$ cat config.mk
export PLATFORM = sky130hd
export DESIGN_NAME = serial_port
export DESIGN_NICKNAME = d
export VERILOG_FILES = /design/src/logic/serial_port.v
export VERILOG_INCLUDE_DIRS = /design/src /design/src/logic
export SDC_FILE = /design/constraint.sdc
export NUM_CORES = 1
export LEC_CHECK = 0
export BUFFER_PORTS_ARGS = -buffer_cell sky130_fd_sc_hd__buf_4
export CAP_MARGIN = 20
export CORE_UTILIZATION = 50
export CTS_BUF_LIST = sky130_fd_sc_hd__clkbuf_16
export CTS_CLUSTER_SIZE = 8
export DETAILED_ROUTE_END_ITERATION = 10
export GPL_TIMING_DRIVEN = 0
export HOLD_SLACK_MARGIN = 0.1
export PLACE_DENSITY = 0.7
export SETUP_SLACK_MARGIN = 0.2
export SYNTH_ARGS = -nofsm -noshare
export SYNTH_HDL_FRONTEND = slang
export SYNTH_SLANG_ARGS = --single-unit
$ cat constraint.sdc
create_clock -name clk_sys_in -period 3.2 [get_ports clk_sys_in]
set_clock_uncertainty 0.15 [all_clocks]
set_input_delay 0.96 -clock clk_sys_in [delete_from_list [all_inputs] [get_ports clk_sys_in]]
set_output_delay 0.96 -clock clk_sys_in [all_outputs]
set_load 0.005 [all_outputs]
$ cat src/logic/serial_port_consts.vh
// constants for the serial port status, interrupt and error logic
`ifndef SERIAL_PORT_CONSTS_VH
`define SERIAL_PORT_CONSTS_VH

// ----------------------------------------
// register offsets
// ----------------------------------------
`define ADDR_CONTROL 8'h00
`define ADDR_STATUS 8'h04
`define ADDR_TX_HOLD 8'h08
`define ADDR_RX_HOLD 8'h0C
`define ADDR_BAUD 8'h10
`define ADDR_PIN 8'h14

// ----------------------------------------
// control word bits
// ----------------------------------------
`define CTL_TX_ON 0
`define CTL_RX_ON 1
`define CTL_TX_EMPTY_IRQ_ON 2
`define CTL_TX_DONE_IRQ_ON 3
`define CTL_RX_IRQ_ON 4
`define CTL_SYNC 5
`define CTL_PAR_ON 6
`define CTL_PAR_ODD 7

// ----------------------------------------
// status word bits
// ----------------------------------------
`define ST_TX_EMPTY 0
`define ST_TX_DONE 1
`define ST_RX_FULL 2
`define ST_OVERRUN 3
`define ST_FRAMING 4
`define ST_PARITY 5

// ----------------------------------------
// pin control bits
// ----------------------------------------
`define PIN_DIR 0
`define PIN_LEVEL 1
`define PIN_RXD 2

// ----------------------------------------
// reset values and timing
// ----------------------------------------
`define RST_CONTROL 8'h00
`define RST_BAUD 8'h00
`define RST_PIN 2'h0
`define SUB_SAMPLE 4'h7
`define SUB_LAST 4'hF
`define BIT_LAST 3'h7

`endif
$ cat src/logic/serial_port.v
// serial port core: flags, interrupt requests, error handling, async and sync framing
`timescale 1ns/1ns
`include "serial_port_consts.vh"

module serial_port (
	input wire clk_sys_in,
	input wire resetn_in,
	input wire [7:0] addr_in,
	input wire [7:0] wdata_in,
	input wire wr_in,
	input wire rd_in,
	input wire rxd_in,
	output reg [7:0] rdata_out,
	output reg txd_out,
	output reg txd_oe_n_out,
	output reg sclk_out,
	output reg rx_error_irq_out,
	output reg rx_full_irq_out,
	output reg tx_empty_irq_out,
	output reg tx_done_irq_out,
	output reg [3:0] irq_top_out
);

	// ----------------------------------------
	// states
	// ----------------------------------------
	localparam [4:0] S_IDLE = 5'h01;
	localparam [4:0] S_START = 5'h02;
	localparam [4:0] S_DATA = 5'h04;
	localparam [4:0] S_PAR = 5'h08;
	localparam [4:0] S_STOP = 5'h10;

	// ----------------------------------------
	// reset release
	// ----------------------------------------
	reg rst_meta;
	reg rst_n;
	always @(posedge clk_sys_in or negedge resetn_in) begin
		if (!resetn_in) begin
			rst_meta <= 1'b0;
			rst_n <= 1'b0;
		end else begin
			rst_meta <= 1'b1;
			rst_n <= rst_meta;
		end
	end

	// ----------------------------------------
	// registers and flags
	// ----------------------------------------
	reg [7:0] control;
	reg [7:0] baud_div;
	reg [1:0] pin_ctl;
	reg [7:0] tx_hold_buf;
	reg [7:0] rx_hold_buf;
	reg tx_buf_empty_flag;
	reg tx_done_flag;
	reg rx_buf_full_flag;
	reg overrun_flag;
	reg framing_error_flag;
	reg parity_error_flag;

	wire tx_on = control[`CTL_TX_ON];
	wire rx_on = control[`CTL_RX_ON];
	wire tx_empty_irq_on = control[`CTL_TX_EMPTY_IRQ_ON];
	wire tx_done_irq_on = control[`CTL_TX_DONE_IRQ_ON];
	wire rx_irq_on = control[`CTL_RX_IRQ_ON];
	wire sync_mode = control[`CTL_SYNC];
	wire par_on = control[`CTL_PAR_ON];
	wire par_odd = control[`CTL_PAR_ODD];
	wire pin_dir = pin_ctl[`PIN_DIR];
	wire pin_out_level = pin_ctl[`PIN_LEVEL];
	wire err_any = overrun_flag | framing_error_flag | parity_error_flag;
	wire [5:0] serial_status_word = {parity_error_flag, framing_error_flag, overrun_flag,
		rx_buf_full_flag, tx_done_flag, tx_buf_empty_flag};

	wire wr_status = wr_in && (addr_in == `ADDR_STATUS);

	// software clears a flag by writing 0 to it; writing 1 leaves it
	function clear_bit;
		input [7:0] data;
		input integer pos;
		begin
			clear_bit = wr_status & ~data[pos];
		end
	endfunction

	// ----------------------------------------
	// receive pin synchroniser
	// ----------------------------------------
	reg rxd_m1;
	reg rxd_m2;
	reg rxd_m3;
	reg rxd_s;
	always @(posedge clk_sys_in or negedge rst_n) begin
		if (!rst_n) begin
			rxd_m1 <= 1'b1;
			rxd_m2 <= 1'b1;
			rxd_m3 <= 1'b1;
			rxd_s <= 1'b1;
		end else begin
			rxd_m1 <= rxd_in;
			rxd_m2 <= rxd_m1;
			rxd_m3 <= rxd_m2;
			if (rxd_m2 == rxd_m3) begin
				rxd_s <= rxd_m3;
			end
		end
	end

	// ----------------------------------------
	// base clock: sixteen ticks per bit
	// ----------------------------------------
	reg [7:0] div_cnt;
	reg tick;
	always @(posedge clk_sys_in or negedge rst_n) begin
		if (!rst_n) begin
			div_cnt <= 8'h00;
			tick <= 1'b0;
		end else if (div_cnt >= baud_div) begin
			div_cnt <= 8'h00;
			tick <= 1'b1;
		end else begin
			div_cnt <= div_cnt + 8'h01;
			tick <= 1'b0;
		end
	end

	// ----------------------------------------
	// transmitter
	// ----------------------------------------
	reg [4:0] tx_state;
	reg [3:0] tx_sub;
	reg [2:0] tx_bit;
	reg [7:0] tx_shift_buf;

	wire tx_last = tick && (tx_sub == `SUB_LAST);
	wire sync_rise = tick && sync_mode && (tx_state == S_DATA) && (tx_sub == `SUB_SAMPLE);
	// in sync mode a pending receive error holds the next frame back
	wire tx_load = tx_on && (tx_state == S_IDLE) && !tx_buf_empty_flag && !(sync_mode && err_any);
	wire tx_end = tx_on && tx_last && tx_buf_empty_flag &&
		((tx_state == S_STOP) || (sync_mode && (tx_state == S_DATA) && (tx_bit == `BIT_LAST)));

	always @(posedge clk_sys_in or negedge rst_n) begin
		if (!rst_n) begin
			tx_state <= S_IDLE;
			tx_sub <= 4'h0;
			tx_bit <= 3'h0;
			tx_shift_buf <= 8'h00;
			txd_out <= 1'b1;
			txd_oe_n_out <= 1'b1;
			sclk_out <= 1'b1;
		end else if (!tx_on) begin
			// abort whatever is in flight; pin falls back to a general port
			tx_state <= S_IDLE;
			tx_shift_buf <= 8'h00;
			tx_sub <= 4'h0;
			tx_bit <= 3'h0;
			txd_out <= pin_out_level;
			txd_oe_n_out <= ~pin_dir;
			sclk_out <= 1'b1;
		end else begin
			txd_oe_n_out <= 1'b0;
			if (tick && (tx_state != S_IDLE)) begin
				tx_sub <= tx_sub + 4'h1;
			end
			case (tx_state)
				S_IDLE: begin
					if (tx_load) begin
						tx_shift_buf <= tx_hold_buf;
						tx_sub <= 4'h0;
						tx_bit <= 3'h0;
						if (sync_mode) begin
							tx_state <= S_DATA;
							txd_out <= tx_hold_buf[0];
							sclk_out <= 1'b0;
						end else begin
							tx_state <= S_START;
							txd_out <= 1'b0;
						end
					end else if (!sync_mode) begin
						txd_out <= 1'b1;
					end
				end
				S_START: begin
					if (tx_last) begin
						tx_state <= S_DATA;
						txd_out <= tx_shift_buf[0];
					end
				end
				S_DATA: begin
					if (sync_rise) begin
						sclk_out <= 1'b1;
					end
					if (tx_last) begin
						if (tx_bit != `BIT_LAST) begin
							tx_bit <= tx_bit + 3'h1;
							txd_out <= tx_shift_buf[tx_bit + 3'h1];
							sclk_out <= ~sync_mode;
						end else if (sync_mode) begin
							// line keeps the last data bit
							tx_state <= S_IDLE;
						end else if (par_on) begin
							tx_state <= S_PAR;
							txd_out <= ^tx_shift_buf ^ par_odd;
						end else begin
							tx_state <= S_STOP;
							txd_out <= 1'b1;
						end
					end
				end
				S_PAR: begin
					if (tx_last) begin
						tx_state <= S_STOP;
						txd_out <= 1'b1;
					end
				end
				S_STOP: begin
					if (tx_last) begin
						tx_state <= S_IDLE;
					end
				end
				default: begin
					tx_state <= S_IDLE;
				end
			endcase
		end
	end

	// ----------------------------------------
	// receiver
	// ----------------------------------------
	reg [4:0] rx_state;
	reg [3:0] rx_sub;
	reg [2:0] rx_bit;
	reg [7:0] rx_shift_buf;
	reg rx_par;

	wire rx_sample = tick && (rx_sub == `SUB_SAMPLE);
	wire rx_done_async = rx_on && !sync_mode && (rx_state == S_STOP) && rx_sample;
	wire rx_done_sync = rx_on && sync_rise && (tx_bit == `BIT_LAST);
	wire rx_done = rx_done_async | rx_done_sync;
	wire [7:0] rx_word = sync_mode ? {rxd_s, rx_shift_buf[7:1]} : rx_shift_buf;
	wire rx_fer = rx_done_async && !rxd_s;
	wire rx_per = rx_done_async && par_on && (rx_par != (^rx_shift_buf ^ par_odd));

	always @(posedge clk_sys_in or negedge rst_n) begin
		if (!rst_n) begin
			rx_state <= S_IDLE;
			rx_sub <= 4'h0;
			rx_bit <= 3'h0;
			rx_shift_buf <= 8'h00;
			rx_par <= 1'b0;
		end else if (!rx_on || sync_mode) begin
			rx_state <= S_IDLE;
			rx_sub <= 4'h0;
			rx_bit <= 3'h0;
			if (rx_on && sync_rise) begin
				rx_shift_buf <= {rxd_s, rx_shift_buf[7:1]};
			end
		end else if (tick) begin
			rx_sub <= rx_sub + 4'h1;
			case (rx_state)
				S_IDLE: begin
					// low level restarts, so a held break frames again and again
					rx_sub <= 4'h0;
					if (!rxd_s) begin
						rx_state <= S_START;
					end
				end
				S_START: begin
					if (rx_sample && rxd_s) begin
						rx_state <= S_IDLE;
					end else if (rx_sub == `SUB_LAST) begin
						rx_state <= S_DATA;
						rx_bit <= 3'h0;
					end
				end
				S_DATA: begin
					if (rx_sample) begin
						rx_shift_buf <= {rxd_s, rx_shift_buf[7:1]};
					end
					if (rx_sub == `SUB_LAST) begin
						rx_bit <= rx_bit + 3'h1;
						if (rx_bit == `BIT_LAST) begin
							rx_state <= par_on ? S_PAR : S_STOP;
						end
					end
				end
				S_PAR: begin
					if (rx_sample) begin
						rx_par <= rxd_s;
					end
					if (rx_sub == `SUB_LAST) begin
						rx_state <= S_STOP;
					end
				end
				S_STOP: begin
					if (rx_sample) begin
						rx_state <= S_IDLE;
					end
				end
				default: begin
					rx_state <= S_IDLE;
				end
			endcase
		end
	end

	// ----------------------------------------
	// status flags: hardware set wins over software clear
	// ----------------------------------------
	always @(posedge clk_sys_in or negedge rst_n) begin
		if (!rst_n) begin
			tx_buf_empty_flag <= 1'b1;
			tx_done_flag <= 1'b1;
			rx_buf_full_flag <= 1'b0;
			overrun_flag <= 1'b0;
			framing_error_flag <= 1'b0;
			parity_error_flag <= 1'b0;
			rx_hold_buf <= 8'h00;
		end else begin
			tx_buf_empty_flag <= ~tx_on | tx_load |
				(tx_buf_empty_flag & ~clear_bit(wdata_in, `ST_TX_EMPTY));
			tx_done_flag <= tx_end | (tx_done_flag & ~tx_load & ~clear_bit(wdata_in, `ST_TX_DONE));
			// overrun: keep old data and full flag, drop the new word
			overrun_flag <= (rx_done & rx_buf_full_flag) |
				(overrun_flag & ~clear_bit(wdata_in, `ST_OVERRUN));
			framing_error_flag <= rx_fer |
				(framing_error_flag & ~clear_bit(wdata_in, `ST_FRAMING));
			parity_error_flag <= rx_per |
				(parity_error_flag & ~clear_bit(wdata_in, `ST_PARITY));
			rx_buf_full_flag <= (rx_done & ~rx_fer & ~rx_per) | rx_buf_full_flag &
				~(clear_bit(wdata_in, `ST_RX_FULL) & ~rx_done);
			if (rx_done && !rx_buf_full_flag) begin
				rx_hold_buf <= rx_word;
			end
		end
	end

	// ----------------------------------------
	// register writes and reads
	// ----------------------------------------
	always @(posedge clk_sys_in or negedge rst_n) begin
		if (!rst_n) begin
			control <= `RST_CONTROL;
			baud_div <= `RST_BAUD;
			pin_ctl <= `RST_PIN;
			tx_hold_buf <= 8'h00;
		end else if (wr_in) begin
			if (addr_in == `ADDR_CONTROL) begin
				control <= wdata_in;
			end else if (addr_in == `ADDR_TX_HOLD) begin
				tx_hold_buf <= wdata_in;
			end else if (addr_in == `ADDR_BAUD) begin
				baud_div <= wdata_in;
			end else if (addr_in == `ADDR_PIN) begin
				pin_ctl <= wdata_in[1:0];
			end
		end
	end

	always @(posedge clk_sys_in or negedge rst_n) begin
		if (!rst_n) begin
			rdata_out <= 8'h00;
		end else if (!rd_in) begin
			rdata_out <= 8'h00;
		end else if (addr_in == `ADDR_CONTROL) begin
			rdata_out <= control;
		end else if (addr_in == `ADDR_STATUS) begin
			rdata_out <= {2'h0, serial_status_word};
		end else if (addr_in == `ADDR_TX_HOLD) begin
			rdata_out <= tx_hold_buf;
		end else if (addr_in == `ADDR_RX_HOLD) begin
			rdata_out <= rx_hold_buf;
		end else if (addr_in == `ADDR_BAUD) begin
			rdata_out <= baud_div;
		end else if (addr_in == `ADDR_PIN) begin
			// live line level lets software spot a break
			rdata_out <= {5'h00, rxd_s, pin_ctl};
		end else begin
			rdata_out <= 8'h00;
		end
	end

	// ----------------------------------------
	// interrupt requests
	// ----------------------------------------
	wire req_err = rx_irq_on & err_any;
	wire req_full = rx_irq_on & rx_buf_full_flag;
	wire req_empty = tx_empty_irq_on & tx_buf_empty_flag;
	wire req_done = tx_done_irq_on & tx_done_flag;

	always @(posedge clk_sys_in or negedge rst_n) begin
		if (!rst_n) begin
			rx_error_irq_out <= 1'b0;
			rx_full_irq_out <= 1'b0;
			tx_empty_irq_out <= 1'b0;
			tx_done_irq_out <= 1'b0;
			irq_top_out <= 4'h0;
		end else begin
			rx_error_irq_out <= req_err;
			rx_full_irq_out <= req_full;
			tx_empty_irq_out <= req_empty;
			tx_done_irq_out <= req_done;
			if (req_err) begin
				irq_top_out <= 4'h8;
			end else if (req_full) begin
				irq_top_out <= 4'h4;
			end else if (req_empty) begin
				irq_top_out <= 4'h2;
			end else if (req_done) begin
				irq_top_out <= 4'h1;
			end else begin
				irq_top_out <= 4'h0;
			end
		end
	end

endmodule // serial_port

## After elaboration in Yosys (flattened, before gate mapping)

Cells that the tools add are included.
W data, S select, Z words.

- Register bits: 115
- Word-level logic and storage cells: 284
- Output and inout port bits: 19

- Multiplexer cells: 82
- Add/sub/neg operators: 5
- Order comparisons: 2
- Eq/ne operators: 48
- Reduce and logical (&&, ||, !) cells: 54
- Bitwise operators: 56

Operators with widths:

| operator | number |
|---|---|
| $mux W8 | 16 |
| $mux W5 | 18 |
| $pmux W5 S5 | 2 |
| $ne A3 B3 Y1 const B | 14 |
| $mux W4 | 10 |
| $mux W3 | 11 |
| $logic_and A1 B1 Y1 | 26 |
| $not A1 Y1 | 23 |
| $and A1 B1 Y1 | 21 |
| $mux W1 | 20 |
| $eq A8 B4 Y1 const B | 2 |
| $eq A8 B5 Y1 const B | 2 |
| $reduce_and A4 Y1 | 4 |
| $reduce_xor A8 Y1 | 2 |
| $pmux W3 S2 | 2 |
| $reduce_and A6 Y1 | 2 |
| $eq A5 B1 Y1 const B | 2 |
| $eq A5 B2 Y1 const B | 2 |
| $eq A5 B3 Y1 const B | 2 |
| $eq A5 B4 Y1 const B | 2 |
| $eq A5 B5 Y1 const B | 2 |
| $ne A5 B1 Y1 const B | 2 |
| $or A1 B1 Y1 | 10 |
| $reduce_and A5 Y1 | 2 |
| 29 further kinds | 48 |

## Depth between registers and ports, before layout

Gate-level depths: netlist (run 1).

- Depth in word-level cells: 11
- Mapped depth: 8
- Gate-level depth less buffers: 7

## Worst setup path before layout (run 1)

OpenSTA, ideal clock, no wires.

- Path kind: input-to-reg
- From: input addr_in[0]
- To: register tx_hold_buf[0]
- Setup slack: 0.446 ns
- Stages: 6
- Arrival: 2.479 ns
- Path through: or4_4 > nor2_4 > nand2_1 > or3_1 > buf_6 > mux2_4

- Cells in the longest elaborated chain, start to end: 3

RTL lines:

| element | RTL line | RTL |
|---|---|---|
| from (decl) | serial_port.v:8 | `input wire [7:0] addr_in,` |
| $logic_not A8 Y1 (no line) | - |  |
| $not A1 Y1 (no line) | - |  |
| $reduce_and A3 Y1 (no line) * | - |  |
| to (signal assigned) | serial_port.v:354 | `tx_hold_buf <= wdata_in;` |
| to (decl) | serial_port.v:54 | `reg [7:0] tx_hold_buf;` |

Every way passes the cells marked *; elsewhere a longest branch is shown, timed or not.
A chain may end at the register's enable or synchronous reset.

## Worst setup path in the final report (run 1)

- From: input addr_in[3]
- To: register baud_div[3]

- Cells in the longest elaborated chain, start to end: 3

RTL lines:

| element | RTL line | RTL |
|---|---|---|
| $eq A8 B4 Y1 (no line) or $logic_not A8 Y1 (tied branches) | - |  |
| $not A1 Y1 (no line) | - |  |
| $reduce_and A4 Y1 (no line) * | - |  |
| to (signal assigned) | serial_port.v:347 | `` baud_div <= `RST_BAUD; `` |
| to (signal assigned) | serial_port.v:356 | `baud_div <= wdata_in;` |
| to (decl) | serial_port.v:52 | `reg [7:0] baud_div;` |

Marked as above.

==> run summary, run 1 <==
Setup crit start -> addr_in[3]
Post-DRT Antenna Nets -> 0
Crit-path max cell delay -> 0.40 ns
Static Leak -> 3.323 nW
Die X -> 112.1 µm
Average instance area after synthesis -> 10.84 µm²
Yosys warns -> 0
Hold Buf Count CTS -> 0
Post-DP HPWL -> 10070 µm
Status -> finished with violations
Failing checks -> DRC
GPL Wtd Cong -> 0.9334
TritonCTS Buffers -> 17
Initial Utilization -> 52.15%
Worst hold slack -> 0.1690 ns
First-pass GRT wire length -> 23500 µm
Most used flip-flop cell after synthesis -> dfrtp_1
RSZ-0062 raised after global routing -> false
H-tree level count -> 4
WL/cell -> 18.01 µm
Port bufs -> 38
Clock period minus worst slack -> 2.648 ns
Arrival @ worst endpoint -> 2.79 ns
CP required -> 3.34 ns
Largest family of logic cells by synthesized area -> simple AND/OR/NAND/NOR gates
Vias -> 4551
Worst setup SP type -> primary input
Post-Synth Simple-Gate Area -> 14.17%
Unique masters post-synth -> 79
Worst-path fanout max -> 10
WS Path Type -> primary input to register
Row count -> 39
CTS tree -> done
Worst-path clk slew -> 0.05 ns
PnR worst setup slack -> 0.5518 ns
CTS Sinks -> 114
Cells after synthesis -> 559
Post-CTS Setup Inserts -> 0
Top cell type's share of synthesized area -> 42.55%
GRT Resource Usage Total -> 24.35%
Largest net degree at the start of global routing -> 58
Nets -> 653
Vias per cell -> 5.887
Vias in the first global route -> 4559
CP Capture Type -> register
Initial antenna violation count -> 0
Total negative setup slack -> 0 ns
Post-synth EDFFs -> 0
Fmax -> 0.3776 GHz
1st-pass router iterations -> 8
Synth Area in Compound Gates -> 13.37%
Xor and xnor area share after synthesis -> 3.780%
Asr flop ratio synth -> 100.0%
Mux share of post-synthesis cell area -> 13.86%
Critical-path top delay cell -> nand3_1
Clock Tree Root -> clkbuf_16
Worst-Margin Slew -> 0.7344 ns
Largest cells by area after synthesis -> dfrtp_1, dfstp_2, mux2i_1
Syn Std Cell Area -> 6057 µm²
Chip Height -> 112.1 µm
Post-Synth Adder-Cell Area -> 3.264%
Sequential element share of the synthesized area -> 47.32%
Worst-Skew Late Latency -> 0.41 ns
Post-placement cell count -> 741
Overall power -> 3.970 mW
Area Growth Syn to Fin -> 19.00%
Most frequent cells after synthesis -> dfrtp_1, nor2_1, a21oi_1
Tcrit/Tclk final -> 82.76%
Synth area leader -> dfrtp_1
Layout cells sized above 1 -> 22.06%
Post-Place Worst Slack -> 0.1703 ns
Post-cts repair resize count -> 0
Global route overflow -> 0
Final Hold Viols -> 0
Final Cell Area -> 7208 µm²
Core Util, Final -> 62.07%
Post-route insts no fill -> 773
Diodes inserted -> 0
Clock Path Buffers -> 2
Maximum vdd drop -> 0.4095 mV
Placed Area -> 6553 µm²
CORE AREA -> 11610 µm²
I/O Pins -> 40
Starting DRC count in detailed routing -> 361
Cell with the most instances after synthesis -> dfrtp_1
CP cell instances -> buf_4, clkbuf_1, nand2b_1, nor2_1, nand3_1, mux2_2
Setup violators final -> 0
Worst R2R Start -> tx_state[4]$_DFFE_PN0P_
MaxCap Viol Count -> 0
Max-slew violation total from the final report -> 0
Total length of routed wires -> 13920 µm
Worst slew margin -> 51.04%
Worst Hold Class -> primary input to asynchronous set/reset pin
Die area -> 12560 µm²
Number of remaining DRC errors -> 1
Cell Pwr Density -> 550.7 nW/µm²
Syn_nets -> 595
Post-synthesis sequential element count -> 114
[final timing paths]
| check | endpoint | slack, ns | depth (start not counted) |
|---|---|---|---|
| min in group clk_sys_in | rst_n$_DFF_PN0_ | 0.20 | 0 |
| hold reg to reg | rst_n$_DFF_PN0_ | 0.20 | 0 |
| setup / recovery | baud_div[3]$_DFFE_PN0P_ | 0.55 | 6 |
| hold / removal | rst_n$_DFF_PN0_ | 0.17 | 1 |
| max in group asynchronous | txd_out$_DFFE_PN1P_ | 1.86 | 1 |
| setup reg to reg | tx_bit[0]$_DFFE_PN0P_ | 0.82 | 6 |
[layout by cell type (no fill, tap or decap), drive strengths merged, types with 3 or more instances in the layout]
master,synthesis,layout
dfrtp,103,103
buf,13,52
mux2,43,43
nor2,40,40
o21ai,39,39
clkbuf,15,32
a21oi,29,29
mux2i,28,28
inv,25,27
nand3,24,24
nand2,20,20
ha,15,15
xnor2,13,13
nor3,11,11
dfstp,11,11
and3,9,9
clkinv,1,9
and2,8,8
xor2,8,8
nand2b,7,7
o211ai,7,7
nor2b,6,6
o22ai,6,6
a22oi,5,5
bufinv,0,5
a31oi,4,4
or3,4,4
nand4b,4,4
nand4,4,4
nor4,4,4
o32ai,3,3
a32oi,3,3
nor3b,3,3
[flip-flops by register name (all words and copies together), names as in the netlist, 3 cells and up]
signal and count:
rx_state 5, rx_shift_buf 8, tx_bit 3, rdata_out 8, rx_hold_buf 8, baud_div 8
rx_sub 4, tx_hold_buf 8, div_cnt 8, tx_shift_buf 8, rx_bit 3, control 8
tx_sub 4, tx_state 5, irq_top_out 4
[critical path: cells and delay by family]
family	cells	cell delay [ns]
multiplexers	1	0.40
buffers and inverters	2	0.36
AND/OR/NAND/NOR	3	1.06
[area by class of cell]
cell class                      instances  area [µm²]
Clock inverter                         15       230.2
Buffer                                 28       155.1
Fill cell                             946        4405
Timing Repair Buffer                   39       312.8
Tap cell                              143       178.9
Inverter                               26       97.59
Sequential cell                       114        2870
Clock buffer                           17       425.4
Multi-Input combinational cell        391        2938
[report_power, final]
group	total (mW)	internal, mW	leakage [nW]	switching, mW
logic	0.332	0.136	1.48	0.196
clock network	2.07	1.39	0.322	0.686
registers	1.56	1.50	1.52	0.0662
total	3.97	3.02	3.32	0.948
[kinds of logic after synthesis]
| family | Yosys count |
|---|---|
| other | 1 |
| DFF | 114 |
| AOI/OAI and AO/OA | 123 |
| muxes | 73 |
| buffers and inverters | 54 |
| xor gates and xnor gates | 23 |
| and+or+nand+nor | 155 |
| adders and majority gates | 16 |
[routing by layer]
| layer | GRT usage, % | part of all wire, % |
|---|---|---|
| met1 | 32.71 | 45 |
| met5 | 0 | 0 |
| met4 | 11.11 | 1.7 |
| met2 | 38.72 | 49 |
| met3 | 4.428 | 4.0 |
No activity file was read; power rests on OpenSTA's default activity.
==> inputs of run 2 (changes only) <==
- ABC_AREA: not set -> 1
- PLACE_DENSITY: 0.7 -> 0.71
- clock period: 3.2 -> 2.3 ns (I/O delays scaled with it)
==> run summary, run 2 <==
Number of remaining DRC errors -> 0 (-1)
Met1 Usage GRT -> 31.97% (-0.74 points)
MaxCap Viol Count -> 0 (unchanged)
Maximum vdd drop -> 0.4322 mV (+5.5%)
Die area -> 12240 µm² (-2.5%)
Filler cell count -> 1004 (+6.1%)
Starting DRC count in detailed routing -> 394 (+9.1%)
CP Capture Type -> register
Worst-path clk slew -> 0.05 ns (about the same)
Status -> complete, no violations
Global route hottest layer -> met2
RSZ-0062 raised after global routing -> false
Die X -> 110.6 µm (-1.3%)
Arrival @ worst endpoint -> 2.14 ns (-0.65 ns)
Clk pwr share -> 50.9% (-1.3 points)
Most common cell after layout, fill and taps aside -> nand2_1
Initial antenna violation count -> 0 (unchanged)
Nets -> 809 (+24%)
WS Path Type -> register to register
Diodes inserted -> 0 (unchanged)
1st-pass router iterations -> 5 (-3)
Worst slew margin -> 49.27% (-1.8 points)
Post-DP HPWL -> 10530 µm (+4.6%)
Chip Height -> 110.6 µm (-1.3%)
Clock Path Buffers -> 2 (unchanged)
Most frequent cells after synthesis -> nand2_1, dfrtp_1, inv_1
P_sw -> 1.188 mW (+25%)
First-pass GRT wire length -> 23830 µm (+1.4%)
CTS tree -> done
Final Hold Viols -> 0 (unchanged)
Cell Pwr Density -> 717.3 nW/µm² (+30%)
CP required -> 2.45 ns (-0.89 ns)
Area Growth Syn to Fin -> 19.36%
Sequential share of power -> 42.8% (+3.4 points)
Layout cells sized above 1 -> 18.32% (-3.7 points)
Yosys warns -> 0 (unchanged)
GRT Resource Usage Total -> 24.92% (+0.57 points)
Vias -> 5096 (+12%)
Worst-path fanout max -> 5 (-5)
Core Util, Final -> 61.42% (-0.65 points)
Syn_nets -> 745 (+25%)
Switching share of total power -> 23.51% (-0.38 points)
Synth area leader -> dfrtp_1
Reg area -> 2870 µm² (unchanged)
Worst-Margin Slew -> 0.7610 ns (+0.02653 ns)
Total length of routed wires -> 14370 µm (+3.2%)
Largest cells by area after synthesis -> dfrtp_1, nand2_1, o21ai_0
Post-synthesis sequential element count -> 114 (unchanged)
Top cell type's share of synthesized area -> 43.68% (+1.1 points)
Post-DRT Antenna Nets -> 0 (unchanged)
Global route overflow -> 0 (unchanged)
H-tree level count -> 4 (unchanged)
Setup violators final -> 0 (unchanged)
Clock Tree Root -> clkbuf_16
Worst-Skew Late Latency -> 0.42 ns (about the same)
Vias in the first global route -> 4858 (+6.6%)
Tcrit/Tclk final -> 86.53%
Post-synth EDFFs -> 0 (unchanged)
Internal cell power -> 3.864 mW (+28%)
Syn Std Cell Area -> 5901 µm² (-2.6%)
GR Layer Usage met2 -> 40.04% (+1.3 points)
I/O Pins -> 40 (unchanged)
CTS Sinks -> 114 (unchanged)
CORE AREA -> 11470 µm² (-1.3%)
Post-placement cell count -> 892 (+20%)
Vias per cell -> 5.485 (-6.8%)
Static Leak -> 3.376 nW (+1.6%)
Largest net degree at the start of global routing -> 59 (+1.7%)
Average instance area after synthesis -> 8.323 µm² (-23%)
Initial Utilization -> 51.46% (-0.70 points)
Worst setup SP type -> register
Clock period minus worst slack -> 1.990 ns
Max-slew violation total from the final report -> 0 (unchanged)
Fmax -> 0.5025 GHz
GPL Wtd Cong -> 0.8888 (-4.8%)
Worst Hold Class -> register to register
Most frequent cells in the layout -> nand2_1, dfrtp_1, inv_1
Unique masters post-synth -> 48 (-39%)
Cells after synthesis -> 709 (+27%)
Row count -> 39 (unchanged)
WL/cell -> 15.46 µm (-14%)
Asr flop ratio synth -> 100.0% (unchanged)
Sequential element share of the synthesized area -> 48.58% (+1.3 points)
Post-route insts no fill -> 929 (+20%)
Most used flip-flop cell after synthesis -> dfrtp_1
TritonCTS Buffers -> 17 (unchanged)
Met3 Use GR -> 5.818% (+1.4 points)
R2R setup slack -> 0.31 ns (-0.51 ns)
Cell with the most instances after synthesis -> nand2_1
Worst hold slack -> 0.2039 ns (+0.03493 ns)
Logic pwr share -> 6.3% (-2.1 points)
Port bufs -> 39 (+2.6%)
Area of the multi-input gates -> 2599 µm² (-12%)
==> run 2: path summary, 6_finish.rpt <==
kind	from	endpoint	cells past startpoint
setup / recovery	rx_sub[1]$_DFFE_PN0N_	rx_state[4]$_DFFE_PN0P_	12
hold / removal	rst_meta$_DFF_PN0_	rst_n$_DFF_PN0_	0
setup reg to reg	rx_sub[1]$_DFFE_PN0N_	rx_state[4]$_DFFE_PN0P_	12
hold reg to reg	rst_meta$_DFF_PN0_	rst_n$_DFF_PN0_	0
max in group asynchronous	rst_n$_DFF_PN0_	txd_oe_n_out$_DFF_PN1_	1
min in group asynchronous	rst_n$_DFF_PN0_	div_cnt[4]$_DFF_PN0_	0
==> run 2: timing repair <==
| action | CTS | global route |
|---|---|---|
| hold endpoints to repair | 2 | 0 |
| setup endpoints to repair | 0 | 20 |
| resized for setup | 0 | 7 |
| buffers inserted | 0 | 3 |
| hold buffers | 1 | 0 |
==> run 2: logic make-up (layout without fill, tap and decap cells) <==
family | after synthesis | after routing | share of synthesized area (%)
fa+ha+maj | 16 | 16 | 3.350
xor+xnor | 13 | 13 | 1.930
flops | 114 | 114 | 48.58
buf+inv | 114 | 190 | 7.888
compound gates | 164 | 165 | 15.86
other cells | 1 | 1 | 0.06355
simple gates | 287 | 287 | 22.33
==> run 2: power by group through the flow <==
stage | registers [mW] | clock network, mW | logic (mW)
after floorplan | 2.18 | 0 | 0.179
after global placement | 2.21 | 0 | 0.277
after detailed placement | 2.19 | 0 | 0.307
after CTS | 2.16 | 2.61 | 0.311
after global routing | 2.17 | 2.70 | 0.364
final | 2.16 | 2.57 | 0.319
==> run 2: cell type report <==
type	count	area share, %
Sequential cell	114	40.75
Multi-Input combinational cell	482	36.90
Clock buffer	17	6.040
Inverter	100	5.330
Timing Repair Buffer	44	5.010
Tap cell	143	2.540
Clock inverter	15	2.150
Buffer	14	1.279
==> run 2: stage by stage <==
step	setup slack [ns]	instance area [µm²]	setup TNS (ns)	power (mW)
6_report	0.3098	7043	0	5.052
3_5_place_dp	-0.08529	6404	-0.5554	2.502
4_1_cts	0.2594	6990	0	5.077
2_1_floorplan	0.2548	5902	0	2.357
5_1_grt	0.1878	7043	0	5.234
3_3_place_gp	-0.3925	6374	-39.20	2.485
==> run 2: worst max-delay path, cell delays in order, from the launching register on <==
cell and delay, ns:
dfrtp_1 0.36, ha_1 0.20, nand2_2 0.09, inv_1 0.10
nand2_1 0.07, nand2_2 0.11, nor2_1 0.07, nor2_2 0.12
o21ai_1 0.10, nor2_2 0.23, o21ai_2 0.14, nand2_1 0.08
o21ai_1 0.06
==> run 2: layer usage <==
layer | up-vias | part of all wire [%] | wire (µm)
met5 | - | 0 | 0
met4 | 0 | 2.5 | 355
met3 | 28 | 5.0 | 723
met2 | 146 | 48 | 6902
met1 | 2448 | 44 | 6384
li1 | 2474 | - | -
